[src/sbw_pkg.sv]
// ============================================================
// Window decoder constants and types
`default_nettype none
package sbw_pkg;

  // ==========================================================
  // Address window
  localparam logic [31:0] WIN_FIRST  = 32'h1000_0000;
  localparam logic [31:0] WIN_LAST   = 32'h10ff_ffff;
  localparam logic [31:0] MEM_LAST   = 32'h107f_ffff;
  localparam logic [31:0] IO_FIRST   = 32'h1080_0000;

  // ==========================================================
  // Bus address widths per space
  localparam int          MEM_ADDR_W = 24;
  localparam int          IO_ADDR_W  = 16;

  // ==========================================================
  // Values after reset
  localparam logic [23:0] ADDR_RST   = 24'h00_0000;
  localparam logic        STRB_IDLE  = 1'h1;
  localparam logic        WIDE_RST   = 1'h0;

  // ==========================================================
  // Types
  typedef enum logic [1:0] {
    SP_NONE,
    SP_MEM,
    SP_IO
  } sbw_space_t;

  typedef struct packed {
    logic [31:0] addr;
    logic        rd;
    logic        wr;
    logic        wide;
  } sbw_req_t;

  typedef struct packed {
    logic mem_space_write_strobe_n;
    logic mem_space_read_strobe_n;
    logic io_space_write_strobe_n;
    logic io_space_read_strobe_n;
  } sbw_strb_t;

  localparam sbw_strb_t STRB_RST = '{STRB_IDLE, STRB_IDLE,
                                     STRB_IDLE, STRB_IDLE};

endpackage

`default_nettype wire

[src/sbw_decoder.sv]
// Operation
// - Strobes only inside the 16 MB window
// - Memory strobes only in lower half
// - I/O strobes only in upper half
// - Decoded half picks the strobe pair
// - All four strobes are active low
// - 24-bit memory, 16-bit I/O, 8/16 data
// - 64 KB I/O repeats over upper half
// - 0x10mn_03xx, with m of 8 to f, reaches I/O 0x03xx
// - Logic makes strobes processor cannot make
`timescale 1ns/1ns
`default_nettype none

module sbw_decoder (
  input  wire logic               REF_CLK,    // 25 MHz local bus clock
  input  wire logic               RESET,      // Synchronous, active high
  input  wire sbw_pkg::sbw_req_t  CPU_REQ,    // Processor address, rd, wr
  output var  sbw_pkg::sbw_strb_t BUS_STRB,   // Expansion strobes, low
  output var  logic [23:0]        BUS_ADDR,   // Expansion address lines
  output var  logic               BUS_WIDE    // 16-bit transfer
);

  // ==========================================================
  // Decoding
  function automatic sbw_pkg::sbw_space_t space_of(
    input logic [31:0] addr
  );
    if (addr >= sbw_pkg::WIN_FIRST && addr <= sbw_pkg::MEM_LAST) begin
      space_of = sbw_pkg::SP_MEM;
    end else if (addr >= sbw_pkg::IO_FIRST &&
                 addr <= sbw_pkg::WIN_LAST) begin
      space_of = sbw_pkg::SP_IO;
    end else begin
      space_of = sbw_pkg::SP_NONE;
    end
  endfunction

  // Bus address for a space: I/O drops upper bits so 64 KB repeats
  function automatic logic [23:0] bus_addr_of(
    input logic [31:0]        addr,
    input sbw_pkg::sbw_space_t sp
  );
    if (sp == sbw_pkg::SP_IO) begin
      bus_addr_of = {8'h00, addr[sbw_pkg::IO_ADDR_W-1:0]};
    end else begin
      bus_addr_of = addr[sbw_pkg::MEM_ADDR_W-1:0];
    end
  endfunction

  // ==========================================================
  // Cycle sequencer
  typedef enum logic [1:0] {
    ST_IDLE,
    ST_ACTIVE,
    ST_RECOVER
  } sbw_state_t;

  sbw_state_t          state;
  sbw_state_t          next_state;
  sbw_pkg::sbw_strb_t  next_strb;
  logic [23:0]         next_addr;
  logic                next_wide;
  sbw_pkg::sbw_space_t req_space;
  logic                req_valid;

  assign req_space = space_of(CPU_REQ.addr);
  // Read and write together is ambiguous, so it is not started
  assign req_valid = CPU_REQ.rd ^ CPU_REQ.wr;

  always_comb begin
    next_state = state;
    next_strb  = BUS_STRB;
    next_addr  = BUS_ADDR;
    next_wide  = BUS_WIDE;
    case (state)
      ST_IDLE: begin
        if (req_valid && req_space != sbw_pkg::SP_NONE) begin
          next_state = ST_ACTIVE;
          // Address and strobe leave on the same edge and the address
          // then holds, so the module never sees it move under a strobe
          next_addr  = bus_addr_of(CPU_REQ.addr, req_space);
          next_wide  = CPU_REQ.wide;
          next_strb  = sbw_pkg::STRB_RST;
          if (req_space == sbw_pkg::SP_MEM) begin
            next_strb.mem_space_read_strobe_n  = ~CPU_REQ.rd;
            next_strb.mem_space_write_strobe_n = ~CPU_REQ.wr;
          end else begin
            next_strb.io_space_read_strobe_n   = ~CPU_REQ.rd;
            next_strb.io_space_write_strobe_n  = ~CPU_REQ.wr;
          end
        end
      end
      ST_ACTIVE: begin
        if (!CPU_REQ.rd && !CPU_REQ.wr) begin
          next_state = ST_RECOVER;
          next_strb  = sbw_pkg::STRB_RST;
        end
      end
      ST_RECOVER: begin
        // One idle cycle keeps two strobes from running together
        next_state = ST_IDLE;
        next_strb  = sbw_pkg::STRB_RST;
      end
      default: begin
        next_state = ST_IDLE;
        next_strb  = sbw_pkg::STRB_RST;
      end
    endcase
  end

  always_ff @(posedge REF_CLK) begin
    if (RESET) begin
      state    <= ST_IDLE;
      BUS_STRB <= sbw_pkg::STRB_RST;
      BUS_ADDR <= sbw_pkg::ADDR_RST;
      BUS_WIDE <= sbw_pkg::WIDE_RST;
    end else begin
      state    <= next_state;
      BUS_STRB <= next_strb;
      BUS_ADDR <= next_addr;
      BUS_WIDE <= next_wide;
    end
  end

  logic mem_on;
  logic io_on;
  assign mem_on = !BUS_STRB.mem_space_read_strobe_n ||
                  !BUS_STRB.mem_space_write_strobe_n;
  assign io_on  = !BUS_STRB.io_space_read_strobe_n ||
                  !BUS_STRB.io_space_write_strobe_n;
endmodule

`default_nettype wire

[config.mk]
export PLATFORM = sky130hd
export DESIGN_NAME = sbw_decoder
export DESIGN_NICKNAME = d
export VERILOG_FILES = /design/src/sbw_pkg.sv /design/src/sbw_decoder.sv
export SDC_FILE = /design/constraint.sdc
export NUM_CORES = 1
export LEC_CHECK = 0
export ABC_AREA = 1
export BUFFER_PORTS_ARGS = -buffer_cell sky130_fd_sc_hd__buf_2
export CAP_MARGIN = 10
export CORE_ASPECT_RATIO = 1.5
export CORE_MARGIN = 1.5
export CORE_UTILIZATION = 49
export CTS_BUF_LIST = sky130_fd_sc_hd__clkbuf_8
export DETAILED_ROUTE_END_ITERATION = 12
export PLACE_DENSITY = 0.85
export SYNTH_ARGS = -nofsm -noshare
export SYNTH_HDL_FRONTEND = slang
export SYNTH_SLANG_ARGS = --single-unit
[constraint.sdc]
create_clock -name REF_CLK -period 2.03 [get_ports REF_CLK]
set_clock_uncertainty 0.05 [all_clocks]
set_input_delay 0.3045 -clock REF_CLK [delete_from_list [all_inputs] [get_ports REF_CLK]]
set_output_delay 0.3045 -clock REF_CLK [all_outputs]
set_load 0.05 [all_outputs]
==> key figures, run 1 <==
Worst setup path
  – CP Cell Sequence: nor2_1 -> nand3_4 -> clkinv_4 -> nand3_1 -> nand2_1 -> nand2_1
  – Kind of cell adding the most delay to the critical path: simple AND/OR/NAND/NOR gates
  – Crit path DAT: between 1 and 1.5 ns
  – Most used cell, CP: nand2_1
  – CP max stage cell: dfxtp_1
  – Worst setup SP type: flip-flop
  – Critical Path Max Stage Delay: around 0.33 ns
  – Largest fanout on the critical path: 28
  – Critical Path RT: roughly 2.2 ns
  – Critical path endpoint category: flip-flop
  – WP buf/inv: 1
  – Critical path type: reg -> reg

Yosys
  – Synthesized area: 0.00125 mm^2
  – Sequential share of the synthesized area: 0.497
  – Netlist cell types: 16
  – Syn nets: between 200 and 250
  – Syn Inst Count: between 150 and 200
  – Yosys warnings: 0
  – Post-synthesis sequential element count: 31
  – Synthesized area per cell: 7.47 um^2

Final layout
  – Layout cells sized above 1: 0.336
  – Antenna cells: 0
  – Area Growth Syn to Fin: 33.1%
  – Commonest non-fill, non-tap cells in the layout: buf_2 (65), nand2_1 (62), dfxtp_1 (31)
  – Final nets: approximately 270
  – Leading cell type in the layout, fill and taps excluded: buf_2
  – Fillers: 221
  – Fin util: 0.685

Die
  – Core Box Area: 0.00242 mm^2
  – Die outline width: between 40 and 50 um
  – Total die area: ~0.0029 mm^2
  – Die H: 64.8 um
  – Initial Util: 0.515
  – I/O pin total: 66
  – Row cnt: 22

STA
  – Fin. max-slew vios: 0
  – Final setup vio count: 0
  – Period utilization: 0.669
  – Final Critical Period: 1.36 ns
  – Setup tns final: 0 ns
  – Max Clock Freq: around 740 MHz
  – Relative slew slack: 0.729
  – Slew @ Worst Pin: around 0.40 ns
  – RSZ-0062 raised after global routing: no
  – Hold Fails Final Rpt: 0

Placement
  – GP Congestion: between 0.7 and 0.8
  – HPWL Detailed: roughly 2000 um
  – IO buf count: between 60 and 70

Power
  – LEAKAGE: just over 0.8 nW
  – Pwr Density: 685 mW/mm^2
  – Power Total: 1.14 mW
  – Peak supply drop: about 0.46 mV

Detailed routing
  – Residual DRC count: 0
  – Final ANT Viol Nets: 0
  – 1st-iter DRT viols: 20
  – Routed vias/inst: 4.97
  – First-pass iteration count of the detailed router: 4
  – Drt total wl: 2850 um
  – Vias: ~1,300
  – WL/cell: between 10 and 15 um

GRT
  – Largest net degree at the start of global routing: 29
  – Congestion Overflow GR: 0
  – Gr usage total: 0.220
  – Number of global-route vias before repair: about 1,200
  – Global-route wire length before repair: 4680 um
  – Initial antenna violation count: 0

Min path
  – Hold WC Path Type: in -> reg

Clock tree
  – Post-CTS Setup Bufs: 0
  – Clock transition at the registers of the reported paths: approximately 0.07 ns
  – Clock buffer depth: 2
  – TritonCTS clock tree: done
  – Post-cts repair resize count: 0
  – CTS Root Cell: clkbuf_8
  – Clock Latency Late Sink: 0.28 ns
  – Num CTS Buffers: 5
  – H-tree Lvls: 2
  – CTS Sinks: 31
  – Hold_buf cts: 0

Run
  – Max cap viols: 0

Run status
  – Status: finished, final reports clean
==> final cells by class <==
type / count / area (um^2) / share of cell area
clock buffer: 5 / 68.8 / 0.0414
timing repair buffer: 67 / 340 / 0.205
tap: 24 / 30.0 / 0.0181
inverter: 13 / 53.8 / 0.0324
sequential: 31 / 621 / 0.374
multi-input combinational: 116 / 531 / 0.320
clock inverter: 3 / 16.3 / 0.00980
==> flip-flops by register name, summed over array words and instances (netlist names) <==
signal,count
BUS_ADDR,24
BUS_STRB,4
BUS_WIDE,1
state,2
==> metrics by stage <==
stage               area, um^2  hold WS [ns]  instances  setup slack (ns)
floorplan                 1250         0.397        167             0.648
global placement          1580         0.390        251             0.429
detailed placement        1580         0.383        251             0.442
CTS                       1660         0.211        259             0.665
global route              1660         0.218        259             0.497
finish                    1660         0.214        259             0.672
==> logic make-up (layout without fill, tap and decap cells) <==
kind of cell / after synthesis / count (layout) / share of synthesized area
AOI/OAI and AO/OA: 26 / 26 / 0.104
adders and majority gates: 1 / 1 / 0.0100
buffers and inverters: 20 / 88 / 0.0772
DFF: 31 / 31 / 0.497
and+or+nand+nor: 89 / 89 / 0.311
==> where the power goes <==
| part | switching (mW) | leakage, nW | internal, mW | total (mW) |
|---|---|---|---|---|
| Sequential | 0.000346 | 0.250 | 0.609 | 0.609 |
| Clock | 0.226 | 0.0453 | 0.234 | 0.460 |
| Combinational | 0.0350 | 0.517 | 0.0322 | 0.0672 |
| Total | 0.262 | 0.812 | 0.875 | 1.14 |
==> worst register-to-register path, stage by stage, from the launching register on <==
cell      delay, ns
dfxtp_1        0.33
nor2_1         0.22
nand3_4        0.21
clkinv_4       0.22
nand3_1        0.12
nand2_1        0.07
nand2_1        0.04
==> metal layers <==
layer,global-route usage,part of all wire,up-vias
li1,-,-,659
met1,0.236,0.39,565
met2,0.381,0.51,56
met3,0.0641,0.074,7
met4,0.106,0.025,0
met5,0,0,-
==> path summary, 6_finish.rpt <==
| kind | startpoint | end | slack [ns] | cells after the start |
|---|---|---|---|---|
| setup / recovery | state[0] | BUS_STRB[3] | 0.67 | 6 |
| hold / removal | CPU_REQ[6] | BUS_ADDR[3] | 0.21 | 3 |
| setup reg to reg | state[0] | BUS_STRB[3] | 0.67 | 6 |
| hold reg to reg | BUS_ADDR[23] | BUS_ADDR[23] | 0.39 | 2 |
==> synthesized netlist by cell type (all sizes together) <==
cell type  count  area share
buf            3       0.022
ha             1       0.010
nand3b         2       0.012
nor2          10       0.038
nand2         62        0.19
dfxtp         31        0.50
nand3         15       0.074
inv           12       0.036
clkbuf         4       0.012
clkinv         1      0.0070
a21oi         26        0.10
Power figures use the tool's default switching activity.
==> run 2, diff against run 1 <==
--- a/config.mk
+++ b/config.mk
@@ -10,10 +10,10 @@
 export CAP_MARGIN = 10
 export CORE_ASPECT_RATIO = 1.5
 export CORE_MARGIN = 1.5
-export CORE_UTILIZATION = 49
+export CORE_UTILIZATION = 41
 export CTS_BUF_LIST = sky130_fd_sc_hd__clkbuf_8
 export DETAILED_ROUTE_END_ITERATION = 12
-export PLACE_DENSITY = 0.85
+export PLACE_DENSITY = 0.76
 export SYNTH_ARGS = -nofsm -noshare
 export SYNTH_HDL_FRONTEND = slang
 export SYNTH_SLANG_ARGS = --single-unit
==> constraint.sdc (replaced) <==
create_clock -name REF_CLK -period 1.18 [get_ports REF_CLK]
set_clock_uncertainty 0.05 [all_clocks]
set_input_delay 0.177 -clock REF_CLK [delete_from_list [all_inputs] [get_ports REF_CLK]]
set_output_delay 0.177 -clock REF_CLK [all_outputs]
set_load 0.05 [all_outputs]
==> run 2 against run 1 <==
Setup slack worse by 0.66 ns. Worst hold slack worse by 0.13 ns. Register-to-register slack worse by 0.66 ns. Combinational power up 93%. Sequential power up 72%. Clock power up 93%. Power up 82%. Final cell count up 12%. Die area up 18%. Flip-flop and latch count unchanged. First-iteration DRC count up 5.0%. Maximum frequency up 16%. Critical endpoint is now BUS_ADDR[20]. Largest cell class unchanged. Largest power group unchanged. Highest routed layer unchanged.
==> key figures, run 2 (synthesized netlist as in run 1, its figures left out) <==
Run status
  – Status: finished, final reports clean

Die
  – Total die area: 0.00339 mm^2 (+18%)
  – Row cnt: 24 (+9.1%)
  – Initial Util: 0.428 (-0.0867)
  – Core Box Area: 0.00291 mm^2 (+20%)
  – Die outline width: 48.0 um (+8.7%)
  – I/O pin total: 66 (unchanged)
  – Die H: 70.6 um (+8.9%)

Min path
  – Hold WC Path Type: in -> reg
  – Worst Hold Launch: CPU_REQ[8]

Power
  – Logic pwr share: 0.063 (+0.004)
  – Register share of total power: 0.507 (-0.029)
  – Clk network pwr share: 0.430 (+0.025)
  – Pint: 1.64 mW (+87%)
  – Net switching power figure: 0.432 mW (+65%)
  – Switching Share: 0.209 (-0.0215)
  – Peak supply drop: 0.948 mV (+110%)
  – Power Total: 2.07 mW (+82%)
  – Pwr Density: 1070 mW/mm^2 (+57%)
  – LEAKAGE: 0.941 nW (+16%)

STA
  – Slew @ Worst Pin: 0.256 ns (-0.148 ns)
  – Final setup vio count: 0 (unchanged)
  – RSZ-0062 raised after global routing: yes
  – Final Critical Period: 1.17 ns (-0.189 ns)
  – Fin. max-slew vios: 0 (unchanged)
  – Final worst setup slack: 0.0113 ns (-0.661 ns)
  – Hold Fails Final Rpt: 0 (unchanged)
  – Worst hold slack: 0.0893 ns (-0.125 ns)
  – Max Clock Freq: 856 MHz (+16%)
  – Period utilization: 0.990 (+0.321)
  – Relative slew slack: 0.830 (+0.101)

Worst setup path
  – Reg2reg start: state[1]
  – Critical Path RT: 1.29 ns (-0.87 ns)
  – WP buf/inv: 2 (+1)
  – Crit path DAT: 1.28 ns (-0.21 ns)
  – Critical Path Max Stage Delay: 0.33 ns (about the same)
  – Critical path type: reg -> reg
  – CP max stage cell: dfxtp_2
  – CP Cell Sequence: nor2_4 -> nand3_4 -> buf_12 -> clkbuf_16 -> nand2_1 -> a21oi_1
  – Crit. Startpoint: state[1]
  – Critical path endpoint category: flip-flop
  – Worst setup SP type: flip-flop
  – Kind of cell adding the most delay to the critical path: flip-flops
  – Largest fanout on the critical path: 8 (-71%)

Placement
  – GP Congestion: 0.726 (-8.4%)
  – IO buf count: 65 (unchanged)
  – HPWL Detailed: 2130 um (+3.2%)
  – Dpl cells: 275 (+9.6%)
  – Place WS: -0.175 ns (-0.617 ns)

Detailed routing
  – Residual DRC count: 0 (unchanged)
  – Drt total wl: 3220 um (+13%)
  – First-pass iteration count of the detailed router: 4 (unchanged)
  – Final ANT Viol Nets: 0 (unchanged)
  – Vias: 1,341 (+4.2%)
  – WL/cell: 11.1 um (+1.5%)
  – 1st-iter DRT viols: 21 (+5.0%)
  – Routed vias/inst: 4.64 (-6.6%)

Clock tree
  – CTS Sinks: 31 (unchanged)
  – Clock Latency Late Sink: 0.28 ns (about the same)
  – TritonCTS clock tree: done
  – Num CTS Buffers: 5 (unchanged)
  – CTS Root Cell: clkbuf_8
  – H-tree Lvls: 2 (unchanged)
  – Clock transition at the registers of the reported paths: 0.06 ns (about the same)
  – Hold_buf cts: 0 (unchanged)
  – Clock buffer depth: 2 (unchanged)

GRT
  – Gr busiest metal: met2
  – Gr usage total: 0.195 (-0.0256)
  – Global-route wire length before repair: 4820 um (+2.9%)
  – Largest net degree at the start of global routing: 29 (unchanged)
  – Initial antenna violation count: 0 (unchanged)
  – Congestion Overflow GR: 0 (unchanged)
  – Grt met3 use: 0.0587 (-0.00539)
  – Number of global-route vias before repair: 1,233 (+6.1%)
  – Met1 Usage GRT: 0.219 (-0.0166)
  – GR met2 Demand/Resource: 0.320 (-0.0605)

Run
  – Max cap viols: 0 (unchanged)

Final layout
  – Final nets: 287 (+5.5%)
  – Layout cells sized above 1: 0.428 (+0.0918)
  – Final cell count without fillers: 289 (+12%)
  – Antenna cells: 0 (unchanged)
  – Largest regs: BUS_ADDR (24), BUS_STRB (4), state (2)
  – Biggest register: BUS_ADDR
  – Fillers: 266 (+20%)
  – Area Growth Syn to Fin: 54.5%
  – Commonest non-fill, non-tap cells in the layout: buf_2 (65), nand2_1 (55), dfxtp_1 (29)
  – Leading cell type in the layout, fill and taps excluded: buf_2
  – Max FFs per register: 24 (unchanged)
## run 2: final timing paths
check	cells past startpoint	endpoint	slack (ns)
setup / recovery	6	BUS_ADDR[20]	0.01
hold / removal	3	BUS_ADDR[5]	0.09
setup reg to reg	6	BUS_ADDR[20]	0.01
hold reg to reg	2	BUS_ADDR[23]	0.39
## run 2: worst min-delay path: cells and delay by family
| kind | cells | cell delay (ns) |
|---|---|---|
| AOI/OAI and AO/OA | 1 | 0.05 |
| buffers and inverters | 1 | 0.09 |
| and+or+nand+nor | 1 | 0.05 |
## run 2: final cells by class
cell class,instances,area [um^2],share of cell area
flip-flops and latches,31,623,0.323
clock inverters,1,3.75,0.00195
inverters,13,61.3,0.0318
well taps,39,48.8,0.0253
multi-input cells,116,568,0.295
repair inverters,2,20.0,0.0104
clock buffers,7,96.3,0.0500
repair buffers,80,505,0.262
## run 2: what timing repair did
action	in CTS	in global routing
pin swaps	0	5
buffers inserted	0	1
endpoints found under the setup margin	9	28
cloned	0	5
resized for setup	1	20
## run 2: per-layer routing
layer	wire, um	part of all wire
met5	0	0
met4	44	0.014
met3	218	0.068
met2	1710	0.53
met1	1250	0.39
## run 2: metrics by stage
stage / instance area [um^2] / setup TNS, ns / util
2_1_floorplan: 1250 / 0 / -
3_3_place_gp: 1660 / -3.19 / 0.570
3_5_place_dp: 1660 / -3.58 / 0.570
4_1_cts: 1760 / 0 / 0.606
5_1_grt: 1930 / -0.361 / 0.662
6_report: 1930 / 0 / 0.662
## run 2: power groups by stage
stage | Combinational [mW] | Sequential [mW] | Clock, mW
floorplan | 0.0396 | 1.08 | 0
global placement | 0.126 | 1.07 | 0
detailed placement | 0.126 | 1.07 | 0
CTS | 0.127 | 1.05 | 0.916
global route | 0.146 | 1.05 | 0.943
finish | 0.130 | 1.05 | 0.890
